<file path="src/core/irtc_consts.svh">
// Offsets, field positions, reset values and fixed patterns of the IR timer block.
// Assumes APB byte address = register index times four.
`ifndef IRTC_CONSTS_SVH
`define IRTC_CONSTS_SVH

// ==================================================
// Register indices
`define IRTC_IDX_NCTL      4'h0
`define IRTC_IDX_CCTL      4'h1
`define IRTC_IDX_WCTL      4'h2
`define IRTC_IDX_SHARED    4'h3
`define IRTC_IDX_NCONST_LO 4'h4
`define IRTC_IDX_NCONST_HI 4'h5
`define IRTC_IDX_WCONST_LO 4'h6
`define IRTC_IDX_WHOLD_HI  4'h7
`define IRTC_IDX_WCAP_LO   4'h8
`define IRTC_IDX_WCAP_HI   4'h9
`define IRTC_IDX_NCAP_LO   4'hA
`define IRTC_IDX_NCAP_HI   4'hB
`define IRTC_IDX_LAST      4'hB

// ==================================================
// Field positions
`define IRTC_EN_BIT        7
`define IRTC_TOUT_BIT      5
`define IRTC_DEMOD_BIT     0
`define IRTC_ONCE_BIT      6
`define IRTC_IRQEN_BIT     2
`define IRTC_ALT_BIT       7
`define IRTC_ESEL_HI       5
`define IRTC_ESEL_LO       4
`define IRTC_RISE_BIT      1
`define IRTC_FALL_BIT      0
`define IRTC_SH_WEN_BIT    7
`define IRTC_SH_NEN_BIT    6
`define IRTC_SH_SYNC_BIT   5

// ==================================================
// Reset values and patterns
`define IRTC_CTL_RST       8'h00
`define IRTC_CONST_RST     8'hFF
`define IRTC_CAP_RST       8'h00
`define IRTC_SH_RESERVED   5'h1F
`define IRTC_NARROW_ONES   8'hFF
`define IRTC_WIDE_ONES     16'hFFFF

`endif

</file>
<file path="src/core/irtc_pkg.sv">
// Types shared by the IR timer block.
// Assumes nothing of its surroundings.
package irtc_pkg;
  typedef logic [7:0]  irtc_addr_t;
  typedef logic [31:0] irtc_word_t;
  typedef logic [7:0]  irtc_byte_t;
  typedef logic [3:0]  irtc_idx_t;
  typedef enum logic [1:0] {
    DS_WAIT  = 2'b00,
    DS_COUNT = 2'b01,
    DS_HOLD  = 2'b10
  } irtc_dstate_t;
endpackage : irtc_pkg

</file>
<file path="src/core/irtc_reg_if.sv">
// Register access carrier between the APB slave and the timer core.
// Assumes one write strobe per APB access phase.
`timescale 1ns/10ps
interface irtc_reg_if;
  import irtc_pkg::*;
  logic       wr;
  irtc_idx_t  idx;
  irtc_byte_t wdata;
  irtc_byte_t rdata;
  modport bus  (output wr, output idx, output wdata, input rdata);
  modport core (input wr, input idx, input wdata, output rdata);
endinterface : irtc_reg_if

</file>
<file path="src/core/irtc_apb_slave.sv">
// APB slave front end: decode, write strobe, registered read data.
// Assumes an APB master that holds its request until pready.
`timescale 1ns/10ps
`include "irtc_consts.svh"
module irtc_apb_slave (
  input  logic              clk_i,
  input  logic              rst_i,
  input  logic              psel_i,
  input  logic              penable_i,
  input  logic              pwrite_i,
  input  irtc_pkg::irtc_addr_t paddr_i,
  input  irtc_pkg::irtc_word_t pwdata_i,
  output irtc_pkg::irtc_word_t prdata_o,
  output logic              pready_o,
  output logic              pslverr_o,
  irtc_reg_if.bus           rb
);
  import irtc_pkg::*;

  logic mapped;

  // ==================================================
  // Decode
  assign mapped    = (paddr_i[1:0] == 2'h0) && (paddr_i[7:6] == 2'h0) && (paddr_i[5:2] <= `IRTC_IDX_LAST);
  assign rb.idx    = paddr_i[5:2];
  assign rb.wdata  = pwdata_i[7:0];
  assign rb.wr     = psel_i & penable_i & pwrite_i & mapped;
  // No wait states: read data is caught in the setup cycle
  assign pready_o  = 1'b1;
  assign pslverr_o = psel_i & penable_i & ~mapped;

  // ==================================================
  // Read data
  always_ff @(posedge clk_i)
  begin
    if (rst_i)
      prdata_o <= 32'h00000000;
    else if (psel_i && !penable_i && !pwrite_i)
      prdata_o <= mapped ? {24'h000000, rb.rdata} : 32'h00000000;
  end
endmodule : irtc_apb_slave

</file>
<file path="src/core/irtc_edge_detect.sv">
// Edge detector on the demodulation input.
// Assumes the input is already synchronous to the clock.
`timescale 1ns/10ps
module irtc_edge_detect (
  input  logic       clk_i,
  input  logic       rst_i,
  input  logic       din_i,
  input  logic [1:0] sel_i,
  output logic       rise_o,
  output logic       fall_o,
  output logic       hit_o
);
  logic prev;
  logic primed;

  // ==================================================
  // History
  // Primed flag keeps a high input at release from faking a rise
  always_ff @(posedge clk_i)
  begin
    if (rst_i)
    begin
      prev   <= 1'b0;
      primed <= 1'b0;
    end
    else
    begin
      prev   <= din_i;
      primed <= 1'b1;
    end
  end

  assign rise_o = primed & din_i & ~prev;
  assign fall_o = primed & ~din_i & prev;
  assign hit_o  = (sel_i[0] & rise_o) | (sel_i[1] & fall_o);
endmodule : irtc_edge_detect

</file>
<file path="src/core/irtc_top.sv">
// IR capture and demodulation timers: one narrow and one wide down counter.
// Assumes an APB master on the register port and a clean synchronous pulse input.
//
// How it works
// - Narrow high capture holds input-low count; low capture holds input-high count.
// - Wide capture split: high byte in one register, low byte in another.
// - Software writes to the four capture registers change nothing.
// - Narrow counter wrapping zero to all ones never flags a timeout.
// - Software stop and status clear act one timer clock later.
// - Narrow demodulation: first selected edge after enable starts the down count.
// - Narrow demodulation: later selected edges store the inverted count.
// - Wide count of zero wraps to all ones and continues, no timeout.
// - Wide demodulation: first edge captures, reloads and starts counting.
// - With wide control bit six clear, later edges store the inverted count.
// - Each wide capture sets an edge status bit; interrupt only when enabled.
// - After each wide capture the counter reloads all ones and restarts.
// - Alternating mode hands the run enable back and forth between timers.
// - Alternating mode sets each timeout bit at every terminal count.
// - Shared control reserved bits ignore writes and read as ones.
// - Sync mode bit follows shared control writes to bit five; reset clears it.
//
// The APB slave port was left to the implementer.
`timescale 1ns/10ps
`include "irtc_consts.svh"
module irtc_top (
  input  logic                 REF_CLK_I,
  input  logic                 RST_I,
  input  logic                 PSEL_I,
  input  logic                 PENABLE_I,
  input  logic                 PWRITE_I,
  input  irtc_pkg::irtc_addr_t PADDR_I,
  input  irtc_pkg::irtc_word_t PWDATA_I,
  output irtc_pkg::irtc_word_t PRDATA_O,
  output logic                 PREADY_O,
  output logic                 PSLVERR_O,
  input  logic                 DEMOD_IN_I,
  output logic                 WIDE_IRQ_O
);
  import irtc_pkg::*;

  irtc_reg_if rb ();

  logic         n_en;
  logic         w_en;
  logic         n_demod;
  logic         w_demod;
  logic         w_once;
  logic         w_irq_en;
  logic         alt_mode;
  logic [1:0]   edge_sel;
  logic         sync_mode;
  logic         nto;
  logic         wto;
  logic         st_rise;
  logic         st_fall;
  irtc_byte_t   nconst_lo;
  irtc_byte_t   nconst_hi;
  irtc_byte_t   wconst_lo;
  irtc_byte_t   whold_hi;
  irtc_byte_t   ncap_hi;
  irtc_byte_t   ncap_lo;
  irtc_byte_t   wcap_hi;
  irtc_byte_t   wcap_lo;
  logic [7:0]   ncnt;
  logic [15:0]  wcnt;
  irtc_dstate_t nstate;
  irtc_dstate_t wstate;
  logic         pend_n_v;
  logic         pend_n_d;
  logic         pend_w_v;
  logic         pend_w_d;
  logic [3:0]   pend_clr;
  logic         edge_rise;
  logic         edge_fall;
  logic         edge_hit;
  logic         n_term;
  logic         w_term;
  logic         n_cap;
  logic         w_cap;

  // ==================================================
  // Bus and input front ends
  irtc_apb_slave u_apb (
    .clk_i     (REF_CLK_I),
    .rst_i     (RST_I),
    .psel_i    (PSEL_I),
    .penable_i (PENABLE_I),
    .pwrite_i  (PWRITE_I),
    .paddr_i   (PADDR_I),
    .pwdata_i  (PWDATA_I),
    .prdata_o  (PRDATA_O),
    .pready_o  (PREADY_O),
    .pslverr_o (PSLVERR_O),
    .rb        (rb.bus)
  );

  irtc_edge_detect u_edge (
    .clk_i  (REF_CLK_I),
    .rst_i  (RST_I),
    .din_i  (DEMOD_IN_I),
    .sel_i  (edge_sel),
    .rise_o (edge_rise),
    .fall_o (edge_fall),
    .hit_o  (edge_hit)
  );

  // ==================================================
  // Event terms
  // Terminal count is the one to zero step; zero itself wraps
  assign n_term = n_en & ~n_demod & (ncnt == 8'h01);
  assign w_term = w_en & ~w_demod & (wcnt == 16'h0001);
  assign n_cap  = n_en & n_demod & (nstate == DS_COUNT) & edge_hit;
  assign w_cap  = w_en & w_demod & edge_hit & ((wstate == DS_WAIT) | ((wstate == DS_COUNT) & ~w_once));

  // ==================================================
  // Configuration registers
  always_ff @(posedge REF_CLK_I)
  begin
    if (RST_I)
    begin
      n_demod   <= 1'b0;
      w_demod   <= 1'b0;
      w_once    <= 1'b0;
      w_irq_en  <= 1'b0;
      alt_mode  <= 1'b0;
      edge_sel  <= 2'b00;
      sync_mode <= 1'b0;
      nconst_lo <= `IRTC_CONST_RST;
      nconst_hi <= `IRTC_CONST_RST;
      wconst_lo <= `IRTC_CONST_RST;
      whold_hi  <= `IRTC_CONST_RST;
    end
    else if (rb.wr)
    begin
      case (rb.idx)
        `IRTC_IDX_NCTL:
          n_demod <= rb.wdata[`IRTC_DEMOD_BIT];
        `IRTC_IDX_CCTL:
        begin
          alt_mode <= rb.wdata[`IRTC_ALT_BIT];
          edge_sel <= rb.wdata[`IRTC_ESEL_HI:`IRTC_ESEL_LO];
        end
        `IRTC_IDX_WCTL:
        begin
          w_once   <= rb.wdata[`IRTC_ONCE_BIT];
          w_irq_en <= rb.wdata[`IRTC_IRQEN_BIT];
          w_demod  <= rb.wdata[`IRTC_DEMOD_BIT];
        end
        `IRTC_IDX_SHARED:
          sync_mode <= rb.wdata[`IRTC_SH_SYNC_BIT];
        `IRTC_IDX_NCONST_LO:
          nconst_lo <= rb.wdata;
        `IRTC_IDX_NCONST_HI:
          nconst_hi <= rb.wdata;
        `IRTC_IDX_WCONST_LO:
          wconst_lo <= rb.wdata;
        `IRTC_IDX_WHOLD_HI:
          whold_hi <= rb.wdata;
        // Capture registers take no write
        default:
          sync_mode <= sync_mode;
      endcase
    end
  end

  // ==================================================
  // Deferred software commands
  // Stop and clear wait one timer clock, as the counter would see them
  always_ff @(posedge REF_CLK_I)
  begin
    if (RST_I)
    begin
      pend_n_v <= 1'b0;
      pend_n_d <= 1'b0;
      pend_w_v <= 1'b0;
      pend_w_d <= 1'b0;
      pend_clr <= 4'h0;
    end
    else
    begin
      pend_n_v <= rb.wr & ((rb.idx == `IRTC_IDX_NCTL) | (rb.idx == `IRTC_IDX_SHARED));
      pend_n_d <= (rb.idx == `IRTC_IDX_SHARED) ? rb.wdata[`IRTC_SH_NEN_BIT] : rb.wdata[`IRTC_EN_BIT];
      pend_w_v <= rb.wr & ((rb.idx == `IRTC_IDX_WCTL) | (rb.idx == `IRTC_IDX_SHARED));
      pend_w_d <= (rb.idx == `IRTC_IDX_SHARED) ? rb.wdata[`IRTC_SH_WEN_BIT] : rb.wdata[`IRTC_EN_BIT];
      pend_clr[0] <= rb.wr & (rb.idx == `IRTC_IDX_NCTL) & rb.wdata[`IRTC_TOUT_BIT];
      pend_clr[1] <= rb.wr & (rb.idx == `IRTC_IDX_WCTL) & rb.wdata[`IRTC_TOUT_BIT];
      pend_clr[2] <= rb.wr & (rb.idx == `IRTC_IDX_CCTL) & rb.wdata[`IRTC_RISE_BIT];
      pend_clr[3] <= rb.wr & (rb.idx == `IRTC_IDX_CCTL) & rb.wdata[`IRTC_FALL_BIT];
    end
  end

  // ==================================================
  // Run enables
  // Explicit software command beats the hardware hand-over
  always_ff @(posedge REF_CLK_I)
  begin
    if (RST_I)
    begin
      n_en <= 1'b0;
      w_en <= 1'b0;
    end
    else
    begin
      if (pend_n_v)
        n_en <= pend_n_d;
      else if (alt_mode && n_term)
        n_en <= 1'b0;
      else if (alt_mode && w_term)
        n_en <= 1'b1;
      if (pend_w_v)
        w_en <= pend_w_d;
      else if (alt_mode && w_term)
        w_en <= 1'b0;
      else if (alt_mode && n_term)
        w_en <= 1'b1;
    end
  end

  // ==================================================
  // Status flags, set wins over clear
  always_ff @(posedge REF_CLK_I)
  begin
    if (RST_I)
    begin
      nto     <= 1'b0;
      wto     <= 1'b0;
      st_rise <= 1'b0;
      st_fall <= 1'b0;
    end
    else
    begin
      nto     <= (nto & ~pend_clr[0]) | n_term;
      wto     <= (wto & ~pend_clr[1]) | w_term;
      st_rise <= (st_rise & ~pend_clr[2]) | (w_cap & edge_rise);
      st_fall <= (st_fall & ~pend_clr[3]) | (w_cap & edge_fall);
    end
  end

  // ==================================================
  // Narrow timer
  always_ff @(posedge REF_CLK_I)
  begin
    if (RST_I)
    begin
      ncnt   <= `IRTC_CONST_RST;
      nstate <= DS_WAIT;
    end
    else if (!n_en)
    begin
      ncnt   <= nconst_lo;
      nstate <= DS_WAIT;
    end
    else if (n_demod)
    begin
      case (nstate)
        DS_WAIT:
          if (edge_hit)
          begin
            ncnt   <= nconst_lo;
            nstate <= DS_COUNT;
          end
        DS_COUNT:
          // Free wrap through zero, no timeout while demodulating
          ncnt <= edge_hit ? nconst_lo : ncnt - 8'h01;
        default:
          nstate <= DS_WAIT;
      endcase
    end
    else
      ncnt <= n_term ? nconst_lo : ncnt - 8'h01;
  end

  always_ff @(posedge REF_CLK_I)
  begin
    if (RST_I)
    begin
      ncap_hi <= `IRTC_CAP_RST;
      ncap_lo <= `IRTC_CAP_RST;
    end
    else if (n_cap)
    begin
      if (edge_rise)
        ncap_hi <= ~ncnt;
      if (edge_fall)
        ncap_lo <= ~ncnt;
    end
  end

  // ==================================================
  // Wide timer
  always_ff @(posedge REF_CLK_I)
  begin
    if (RST_I)
    begin
      wcnt   <= `IRTC_WIDE_ONES;
      wstate <= DS_WAIT;
    end
    else if (!w_en)
    begin
      wcnt   <= {whold_hi, wconst_lo};
      wstate <= DS_WAIT;
    end
    else if (w_demod)
    begin
      case (wstate)
        DS_WAIT:
          if (edge_hit)
          begin
            wcnt   <= `IRTC_WIDE_ONES;
            wstate <= w_once ? DS_HOLD : DS_COUNT;
          end
          else
            wcnt <= wcnt;
        DS_COUNT:
          wcnt <= w_cap ? `IRTC_WIDE_ONES : wcnt - 16'h0001;
        DS_HOLD:
          wcnt <= wcnt - 16'h0001;
        default:
          wstate <= DS_WAIT;
      endcase
    end
    else
      // Zero steps to all ones like any other count
      wcnt <= w_term ? {whold_hi, wconst_lo} : wcnt - 16'h0001;
  end

  always_ff @(posedge REF_CLK_I)
  begin
    if (RST_I)
    begin
      wcap_hi <= `IRTC_CAP_RST;
      wcap_lo <= `IRTC_CAP_RST;
    end
    else if (w_cap)
    begin
      wcap_hi <= ~wcnt[15:8];
      wcap_lo <= ~wcnt[7:0];
    end
  end

  always_ff @(posedge REF_CLK_I)
  begin
    if (RST_I)
      WIDE_IRQ_O <= 1'b0;
    else
      WIDE_IRQ_O <= w_cap & w_irq_en;
  end

  // ==================================================
  // Read mux
  always_comb
  begin
    case (rb.idx)
      `IRTC_IDX_NCTL:      rb.rdata = {n_en, 1'b0, nto, 4'h0, n_demod};
      `IRTC_IDX_CCTL:      rb.rdata = {alt_mode, 1'b0, edge_sel, 2'b00, st_rise, st_fall};
      `IRTC_IDX_WCTL:      rb.rdata = {w_en, w_once, wto, 2'b00, w_irq_en, 1'b0, w_demod};
      `IRTC_IDX_SHARED:    rb.rdata = {w_en, n_en, sync_mode, `IRTC_SH_RESERVED};
      `IRTC_IDX_NCONST_LO: rb.rdata = nconst_lo;
      `IRTC_IDX_NCONST_HI: rb.rdata = nconst_hi;
      `IRTC_IDX_WCONST_LO: rb.rdata = wconst_lo;
      `IRTC_IDX_WHOLD_HI:  rb.rdata = whold_hi;
      `IRTC_IDX_WCAP_LO:   rb.rdata = wcap_lo;
      `IRTC_IDX_WCAP_HI:   rb.rdata = wcap_hi;
      `IRTC_IDX_NCAP_LO:   rb.rdata = ncap_lo;
      `IRTC_IDX_NCAP_HI:   rb.rdata = ncap_hi;
      default:             rb.rdata = 8'h00;
    endcase
  end
endmodule : irtc_top

</file>
<file path="config.mk">
export PLATFORM = sky130hd
export DESIGN_NAME = irtc_top
export DESIGN_NICKNAME = d
export VERILOG_FILES = /design/src/core/irtc_pkg.sv /design/src/core/irtc_reg_if.sv /design/src/core/irtc_apb_slave.sv /design/src/core/irtc_edge_detect.sv /design/src/core/irtc_top.sv
export VERILOG_INCLUDE_DIRS = /design/src /design/src/core
export SDC_FILE = /design/constraint.sdc
export NUM_CORES = 1
export LEC_CHECK = 0
export ABC_AREA = 1
export BUFFER_PORTS_ARGS = -buffer_cell sky130_fd_sc_hd__buf_2
export CAP_MARGIN = 20
export CORE_MARGIN = 2
export CORE_UTILIZATION = 45
export DETAILED_ROUTE_END_ITERATION = 6
export GPL_TIMING_DRIVEN = 0
export PLACE_DENSITY = 0.65
export SLEW_MARGIN = 10
export SYNTH_ARGS = -nofsm -noshare
export SYNTH_HDL_FRONTEND = slang
export SYNTH_HIERARCHICAL = 1
export SYNTH_SLANG_ARGS = --single-unit
</file>
<file path="constraint.sdc">
create_clock -name REF_CLK_I -period 3.3 [get_ports REF_CLK_I]
set_clock_uncertainty 0.2 [all_clocks]
set_input_delay 0.99 -clock REF_CLK_I [delete_from_list [all_inputs] [get_ports REF_CLK_I]]
set_output_delay 0.99 -clock REF_CLK_I [all_outputs]
set_load 0.02 [all_outputs]
</file>
==> flow_summary_export.csv, run 1 <==
group,metric,value,unit
outcome,outcome,"finished, final reports clean",
logic_synthesis,synth_top_family_by_area,"simple AND/OR/NAND/NOR gates",
min_path,hold_class,"register to register",
floorplanning,die_h,124.8,um
logic_synthesis,synth_area_leaders,"dfxtp_1 38%, nand2_1 15%, inv_1 6.6%, nand3_1 6.1%, o21ai_0 5.7%",
min_path,hold-path-endpoint,"ncap_hi[6]",
sta,rsz0062_at_grt,"false",
logic_synthesis,synth.avg_cell_area,6.877,um^2
grt,grt_use_total,26.38,%
logic_synthesis,synth_mux_area_share,0,%
grt,grt_overflow,0,
sta,period_share,89.61,%
clock_tree,htreeDepth,4,
grt,first_global_vias,5721,
logic_synthesis,synth_flop_cell,"dfxtp_1",
min_path,hold_start,"ncnt[6]",
logic_synthesis,synth_area_leader_cell,"dfxtp_1",
logic_synthesis,synth_most_common_cell,"nand2_1",
logic_synthesis,synth_edf_count,0,
floorplanning,die_area,15580,um^2
clock_tree,post_cts_resized,0,
logic_synthesis,synth_cells,955,
setup_path,r2r_start,"wstate[0]",
clock_tree,ctsHoldBuffers,0,
setup_path,cp-start-kind,"input port",
routing,vias,6411,
pwr,power.internal,2.728,mW
sta,hold_slack,0.2544,ns
routing,drc,0,
grt,antenna_found_initial,0,
setup_path,cp_max_fo,9,
floorplanning,num_rows,44,
sta,hold_viol_final,0,
setup_path,worst_r2r_path_depth,9,
cells_and_area,largest_register,"wcnt",
logic_synthesis,synth_simple_gate_area_share,28.65,%
setup_path,critPathRequiredTime,2.11,ns
pwr,power.density,469.7,nW/um^2
floorplanning,dieWidth,124.8,um
routing,totalWireLength,20.24,mm
flow_run,maxCapViolCount,0,
grt,grt_pass1_wl,31.70,mm
clock_tree,cts.clk_slew.worst_paths,0.05,ns
pwr,ir_drop,0.0003461,V
routing,drtIter0Drc,541,
place,port_buffers,21,
logic_synthesis,synth_cell_types,41,
routing,drt-wirelength-per-cell,16.69,um
place,gp_congestion,0.9878,
logic_synthesis,synth_xor_area_share,1.067,%
logic_synthesis,yosys-top-cells-count,"257 x nand2_1, 124 x dfxtp_1, 115 x inv_1",
setup_path,crit_arrival,1.77,ns
logic_synthesis,yosys_warnings,6,
cells_and_area,syn_to_final_growth,15.05,%
pwr,clockPowerShare,51.4,%
min_path,hold_depth,1,
logic_synthesis,synth_compound_area_share,17.89,%
cells_and_area,largest_reg_flops,16,
pwr,power_frac_comb,6.1,%
sta,fmax,338.1,MHz
logic_synthesis,synth_area,6568,um^2
clock_tree,clockRootBuffer,"clkbuf_16",
setup_path,worstReg2RegEnd,"wcnt[4]",
clock_tree,cts_setup_buffers,0,
clock_tree,clock_sinks,124,
setup_path,crit_path_end_kind,"primary output",
clock_tree,cts_tree,"yes",
pwr,seqPwrFrac,42.5,%
cells_and_area,layout-drive-gt1-share,13.02,%
setup_path,crit_type,"input port to primary output",
cells_and_area,nNetsFinal,1071,
floorplanning,core,14370,um^2
pwr,swShare,23.14,%
floorplanning,io-pin-count,81,
place,dpl.hpwl,15.30,mm
cells_and_area,num_antenna_cells,0,
logic_synthesis,synthArstFlopShare,0,%
grt,grt_max_degree,17,
setup_path,rrSetupSlack,0.92,ns
sta,drv_slew,0,
pwr,switchingPower,0.8213,mW
sta,slew_headroom,56.05,%
logic_synthesis,ys_seq_area_share,37.80,%
sta,worst_pin_slew,0.6523,ns
routing,vias_per_cell,5.285,
logic_synthesis,synth_top_cell_area_share,37.80,%
pwr,leakage,3.683,nW
routing,firstDrtPassIters,7,
clock_tree,clock_path_buffers,2,
sta,timing.setup.tns,0,ns
sta,setup_viol,0,
cells_and_area,fillers,1469,
routing,drtAntennaViolNets,0,
floorplanning,start_util,45.71,%
clock_tree,cts_inserted_buffers,17,
logic_synthesis,synth-seq-cells,124,
clock_tree,clock_latency,0.43,ns
logic_synthesis,synthAdderAreaFrac,1.334,%
sta,min_period,2.957,ns
per-layer routing:
metal	up-vias	routed length, um	global-route usage [%]
li1	3209	-	-
met1	2924	9636	38.54
met2	243	8751	38.64
met3	35	1456	5.412
met4	0	400	8.790
met5	-	0	0.3268
power by group through the flow:
stage	registers [mW]	logic, mW	clock network (mW)
after detailed placement	1.54	0.212	0
after CTS	1.51	0.213	1.83
after global placement	1.54	0.211	0
final	1.51	0.217	1.82
after global routing	1.51	0.234	1.91
after floorplan	1.55	0.143	0
cells in the final DEF, fill, tap and decap left out, types with 7 or more instances in the layout:
master	count
nor2_1	46
o21ai_0	75
nand3_1	80
a221oi_1	18
o211ai_1	14
ha_1	7
nand2_1	257
a21oi_1	66
nor3_1	7
buf_2	27
buf_4	42
nand4_1	12
dfxtp_1	124
conb_1	25
inv_1	115
clkbuf_1	16
clkbuf_16	17
a21oi_2	8
how the worst max path moves through the flow:
stage,startpoint,to,slack (ns),depth (start not counted)
final,PADDR_I[5],PSLVERR_O,0.34,6
after global routing,PADDR_I[5],PSLVERR_O,0.23,6
after CTS,PADDR_I[5],PSLVERR_O,0.34,6
after detailed placement,PADDR_I[5],wconst_lo[7],0.18,10
after global placement,PADDR_I[5],wconst_lo[7],0.21,10
after floorplan,PADDR_I[5],PSLVERR_O,0.65,4
layout make-up:
class                   instances  area [um^2]  share of cell area, %
plain buffers                  62        397.9                  5.266
clock buffers                  22        474.2                  6.276
clock inverters                 8        92.59                  1.225
inverters                     123        465.4                  6.160
multi-input cells             669         3308                  43.78
flip-flops and latches        124         2482                  32.85
well taps                     184        230.2                  3.047
repair buffers                 21        105.1                  1.391
per-stage QoR:
step | area, um^2 | power, mW | cells | worst slack, ns | utilization [%]
after CTS | 7556 | 3.554 | 1213 | 0.3376 | 52.59
after floorplan | 6654 | 1.691 | 978 | 0.6514 | -
after detailed placement | 6989 | 1.754 | 1183 | 0.1792 | 48.64
after global placement | 6989 | 1.753 | 1183 | 0.2060 | 48.64
final | 7556 | 3.549 | 1213 | 0.3427 | 52.59
after global routing | 7556 | 3.653 | 1213 | 0.2314 | 52.59
cell families after synthesis:
kind of cell               after synthesis
and+or+nand+nor                        429
AOI/OAI and AO/OA                      200
buffers and inverters                  185
DFF                                    124
xor gates and xnor gates                 8
adders and majority gates                7
other                                    2
worst max-delay path, cell delays in order:
cell and delay, ns:
buf_2 0.10, nand2_1 0.26, nand3_1 0.15, nand3_1 0.09, inv_1 0.04, buf_2 0.14
(Power assumes the default switching activity.)
==> run 2: changes to the inputs <==
--- a/config.mk
+++ b/config.mk
@@ -13,7 +13,9 @@
 export CORE_UTILIZATION = 45
 export DETAILED_ROUTE_END_ITERATION = 6
 export GPL_TIMING_DRIVEN = 0
+export HOLD_SLACK_MARGIN = 0.02
 export PLACE_DENSITY = 0.65
+export REMOVE_ABC_BUFFERS = 1
 export SLEW_MARGIN = 10
 export SYNTH_ARGS = -nofsm -noshare
 export SYNTH_HDL_FRONTEND = slang
==> flow_summary_export.csv, run 2 (synthesis results as in run 1) <==
group,metric,value,unit
grt,grt_use_total,24.01,%
place,dp_cells,1132,
clock_tree,cts.clk_slew.worst_paths,0.06,ns
outcome,outcome,"finished, final reports clean",
floorplanning,io-pin-count,81,
floorplanning,die_area,15580,um^2
clock_tree,cts_setup_buffers,0,
cells_and_area,regArea,2482,um^2
clock_tree,htreeDepth,4,
routing,vias,6222,
setup_path,path_cells,"buf_2 > nand2_1 > nand3_1 > nor2_2 > inv_1 > nor2_2 > inv_1 > nand2_1 > o211ai_1",
cells_and_area,largest_register,"wcnt",
floorplanning,dieWidth,124.8,um
clock_tree,cts_inserted_buffers,17,
sta,setup_viol,0,
floorplanning,num_rows,44,
sta,min_period,3.134,ns
sta,period_share,94.98,%
sta,worst_pin_slew,0.5711,ns
grt,grt_overflow,0,
place,dp_slack,-0.6842,ns
cells_and_area,layout.cells.non_filler,1164,
routing,drc,0,
setup_path,cp_max_fo,11,
clock_tree,cts_tree,"yes",
pwr,fin_total_pwr,3.687,mW
setup_path,crit_type,"input port to register",
setup_path,worst_r2r_path_depth,9,
sta,hold_viol_final,0,
place,port_buffers,31,
setup_path,critPathRequiredTime,3.39,ns
cells_and_area,layout-drive-gt1-share,10.51,%
clock_tree,ctsHoldBuffers,0,
routing,totalWireLength,18.56,mm
pwr,ir_drop,0.0003288,V
clock_tree,clock_latency,0.42,ns
cells_and_area,num_antenna_cells,0,
sta,hold_slack,0.2276,ns
place,place_area,6663,um^2
cells_and_area,fillers,1450,
flow_run,maxCapViolCount,0,
floorplanning,start_util,45.71,%
clock_tree,clockRootBuffer,"clkbuf_16",
cells_and_area,mostFrequentLayoutCells,"257 x nand2_1, 124 x dfxtp_1, 115 x inv_1",
grt,antenna_found_initial,0,
cells_and_area,largest_reg_flops,16,
setup_path,cp-start-kind,"input port",
grt,grt_pass1_wl,29.39,mm
sta,setup_slack,0.1658,ns
routing,drtIter0Drc,546,
place,gp_congestion,0.8895,
place,dpl.hpwl,13.54,mm
cells_and_area,nNetsFinal,1020,
sta,rsz0062_at_grt,"false",
setup_path,critical_path.max_stage_delay,0.46,ns
floorplanning,die_h,124.8,um
grt,grt_max_degree,56,
floorplanning,core,14370,um^2
sta,fmax,319.1,MHz
cells_and_area,multi_input_area,3313,um^2
setup_path,crit_path_end_kind,"register",
setup_path,crit_arrival,3.23,ns
routing,vias_per_cell,5.345,
routing,drtAntennaViolNets,0,
routing,drt-wirelength-per-cell,15.95,um
grt,first_global_vias,5456,
clock_tree,post_cts_resized,2,
clock_tree,clock_path_buffers,2,
min_path,hold_class,"register to register",
sta,slew_headroom,61.87,%
routing,firstDrtPassIters,5,
pwr,power.density,505.0,nW/um^2
sta,drv_slew,0,
cells_and_area,stdcell_area,7301,um^2
setup_path,cpMaxStageDelayCell,"nor2_2",
cells_and_area,syn_to_final_growth,11.16,%
clock_tree,clock_sinks,124,
pwr,leakage,3.487,nW
min_path,hold_depth,1,
cells_and_area,layout_commonest_cell,"nand2_1",
run 2: changes by cell type in the layout (fill, tap and decap cells not counted):
cell / change
buf_12: +1
buf_2: +4
buf_4: -42
bufinv_16: +2
clkbuf_1: -15
clkbuf_8: -2
clkinv_1: -1
clkinv_2: -3
clkinv_4: +2
clkinvlp_4: +3
inv_6: +2
nor2_1: -2
nor2_2: +2
run 2: power by group:
part / internal [mW] / total (mW) / leakage, nW / switching (mW)
clock network: 1.29 / 2.00 / 0.296 / 0.711
logic: 0.0433 / 0.179 / 2.19 / 0.136
registers: 1.51 / 1.51 / 1.00 / 0.00368
total: 2.84 / 3.69 / 3.49 / 0.851
run 2: worst paths after layout:
| path | startpoint | end | slack [ns] |
|---|---|---|---|
| max | PADDR_I[5] | whold_hi[0] | 0.17 |
| min | ncnt[1] | ncap_hi[1] | 0.23 |
| max reg2reg | wstate[1] | wcnt[3] | 0.98 |
| min reg2reg | ncnt[1] | ncap_hi[1] | 0.23 |
run 2: worst max-delay path, delay by kind of cell:
family / cells / cell delay, ns
compound gates: 1 / 0.08
buf+inv: 3 / 0.62
simple gates: 5 / 1.51
run 2: final cells by class:
type	instances	share of cell area, %
multi-input combinational	669	45.38
sequential	124	34.00
inverter	123	6.392
clock buffer	19	6.067
tap	184	3.153
clock inverter	13	2.605
timing repair buffer	32	2.399
run 2: metrics by stage:
| stage | utilization, % | setup TNS (ns) |
|---|---|---|
| 2_1_floorplan | - | 0 |
| 3_3_place_gp | 46.22 | -109.33 |
| 3_5_place_dp | 46.37 | -9.658 |
| 4_1_cts | 50.81 | 0 |
| 5_1_grt | 50.81 | 0 |
| 6_report | 50.81 | 0 |
run 2: per-layer routing:
metal / vias up / part of all wire [%] / track usage (%)
met1: 2888 / 47 / 34.06
met5: - / 0 / 0
met2: 209 / 44 / 35.97
met3: 32 / 7.1 / 5.541
li1: 3093 / - / -
met4: 0 / 2.4 / 7.931
==> run 3: changes to the inputs <==
--- a/config.mk
+++ b/config.mk
@@ -19,5 +19,4 @@
 export SLEW_MARGIN = 10
 export SYNTH_ARGS = -nofsm -noshare
 export SYNTH_HDL_FRONTEND = slang
-export SYNTH_HIERARCHICAL = 1
 export SYNTH_SLANG_ARGS = --single-unit
==> flow_summary_export.csv, run 3 <==
group,metric,value,unit
outcome,outcome,"finished, final reports clean",
pwr,leakage,3.501,nW
cells_and_area,layout_commonest_cell,"nand2_1",
logic_synthesis,synth-seq-cells,124,
pwr,switchingPower,0.8134,mW
logic_synthesis,synth_area_leaders,"dfxtp_1 38%, nand2_1 15%, inv_1 7.1%, o21ai_0 5.6%, a21oi_1 5.2%",
grt,first_global_vias,5523,
cells_and_area,mostFrequentLayoutCells,"264 x nand2_1, 124 x dfxtp_1, 124 x inv_1",
routing,drtAntennaViolNets,0,
setup_path,cp_max_fo,4,
pwr,power.density,491.1,nW/um^2
grt,antenna_found_initial,0,
setup_path,rrSetupSlack,0.59,ns
setup_path,worst_r2r_path_depth,8,
pwr,seqPwrFrac,41.3,%
sta,setup_viol,0,
cells_and_area,stdcell_area,7408,um^2
clock_tree,htreeDepth,4,
logic_synthesis,synth_edf_count,0,
pwr,ir_drop,0.0003769,V
pwr,fin_total_pwr,3.638,mW
setup_path,worstReg2RegEnd,"wcap_lo[3]",
routing,firstDrtPassIters,5,
sta,hold_viol_final,0,
logic_synthesis,synth_area_leader_cell,"dfxtp_1",
logic_synthesis,synthArstFlopShare,0,%
place,place_area,6779,um^2
grt,grt_overflow,0,
clock_tree,clock_sinks,124,
floorplanning,core,14420,um^2
setup_path,crit_end,"PSLVERR_O",
logic_synthesis,ys_seq_area_share,37.55,%
cells_and_area,nNetsFinal,1053,
cells_and_area,final_util,51.36,%
cells_and_area,largest_reg_flops,16,
sta,rsz0062_at_grt,"false",
routing,drtIter0Drc,460,
clock_tree,cts_tree,"yes",
logic_synthesis,yosys_warnings,0,
pwr,power.internal,2.825,mW
setup_path,crit_path_end_kind,"primary output",
clock_tree,cts_setup_buffers,0,
clock_tree,clockRootBuffer,"clkbuf_16",
logic_synthesis,synth_cell_types,36,
logic_synthesis,synth_cells,979,
grt,grt_use_total,23.80,%
routing,vias_per_cell,5.076,
floorplanning,die_h,125.2,um
min_path,hold_class,"register to register",
logic_synthesis,yosys-top-cells-count,"264 x nand2_1, 125 x inv_1, 124 x dfxtp_1",
sta,period_share,85.03,%
sta,fmax,356.4,MHz
setup_path,cp-start-kind,"input port",
clock_tree,ctsHoldBuffers,0,
floorplanning,io-pin-count,81,
setup_path,crit_arrival,1.62,ns
logic_synthesis,synth_flop_cell,"dfxtp_1",
setup_path,crit_type,"input port to primary output",
sta,worst_pin_slew,0.6927,ns
clock_tree,cts_inserted_buffers,17,
clock_tree,cts.clk_slew.worst_paths,0.06,ns
cells_and_area,fillers,1498,
logic_synthesis,synth_most_common_cell,"nand2_1",
sta,drv_slew,0,
sta,slew_headroom,53.71,%
flow_run,maxCapViolCount,0,
floorplanning,num_rows,44,
setup_path,critPathRequiredTime,2.11,ns
cells_and_area,largest_register,"wcnt",
sta,timing.setup.tns,0,ns
logic_synthesis,synth_top_cell_area_share,37.55,%
routing,drt-wirelength-per-cell,15.24,um
pwr,swShare,22.36,%
logic_synthesis,synth.avg_cell_area,6.752,um^2
place,dpl.hpwl,13.60,mm
pwr,clockPowerShare,54.2,%
cells_and_area,syn_to_final_growth,12.08,%
place,port_buffers,31,
logic_synthesis,synth_area,6610,um^2
sta,hold_slack,0.2501,ns
floorplanning,die_area,15680,um^2
floorplanning,dieWidth,125.2,um
routing,vias,6076,
pwr,power_frac_comb,4.5,%
place,gp_congestion,0.8938,
grt,grt_pass1_wl,29.18,mm
clock_tree,clock_path_buffers,2,
clock_tree,post_cts_resized,0,
routing,drc,0,
setup_path,r2r_start,"wstate[1]",
floorplanning,start_util,45.83,%
setup_path,critPathLaunch,"PADDR_I[5]",
clock_tree,clock_latency,0.42,ns
cells_and_area,layout-drive-gt1-share,11.25,%
cells_and_area,num_antenna_cells,0,
sta,min_period,2.806,ns
routing,totalWireLength,18.24,mm
grt,grt_max_degree,85,
run 3: cell types whose count changed after synthesis, moves of 7 or more:
cell      previous run  this run
nor2_1              46        60
inv_2                4        15
buf_4               42        28
nand3_1             80        68
inv_1              115       125
nand2_1            257       264
a221oi_1            18         0
o22ai_1              6        14
a21oi_2              8         0
o211ai_1            14        27
run 3: per-layer routing:
metal / vias to the layer above / wire length, um / global-route usage [%]
met4: 0 / 561 / 10.78
li1: 3140 / - / -
met2: 152 / 8546 / 38.24
met1: 2745 / 8248 / 30.66
met3: 39 / 880 / 5.306
met5: - / 0 / 0
run 3: how the worst min path moves through the flow:
stage	startpoint	to	depth (start not counted)
3_5_place_dp	nconst_hi[0]	nconst_hi[0]	2
3_3_place_gp	ncap_lo[2]	ncap_lo[2]	2
6_report	pend_w_v	w_en	2
2_1_floorplan	pend_n_d	n_en	2
5_1_grt	ncap_hi[4]	ncap_hi[4]	2
4_1_cts	pend_w_v	w_en	2
run 3: final cells by class:
class | instances | area [um^2] | area share, %
multi-input cells | 683 | 3346 | 45.16
flip-flops and latches | 124 | 2482 | 33.51
inverters | 142 | 538.0 | 7.262
clock buffers | 22 | 494.2 | 6.671
well taps | 184 | 230.2 | 3.108
repair buffers | 32 | 182.7 | 2.466
clock inverters | 10 | 135.1 | 1.824
run 3: logic make-up (layout without fill, tap and decap cells):
family / after synthesis / after routing / share of synthesized area [%]
buf+inv: 195 / 206 / 13.14
fa+ha+maj: 7 / 7 / 1.325
other cells: 2 / 25 / 0.1136
simple gates: 440 / 440 / 29.57
xor+xnor: 11 / 11 / 1.457
flops: 124 / 124 / 37.55
compound gates: 200 / 200 / 16.85
run 3: worst max-delay path: stages:
cell,delay [ns]
buf_2,0.14
nand2_1,0.06
nand3_1,0.14
nand3_1,0.08
inv_1,0.05
buf_2,0.15
run 3: power by group through the flow:
stage                     Combinational, mW  Sequential (mW)  Clock, mW
after global placement                0.157             1.53          0
after detailed placement              0.160             1.53          0
after floorplan                      0.0974             1.53          0
final                                 0.162             1.50       1.97
after CTS                             0.161             1.50       1.99
after global routing                  0.177             1.50       2.06
run 3: metrics by stage:
step / std cells / setup WS [ns]
finish: 1197 / 0.4941
global route: 1197 / 0.3598
CTS: 1197 / 0.4894
detailed placement: 1165 / 0.4102
global placement: 1164 / -0.9065
floorplan: 949 / 0.4917
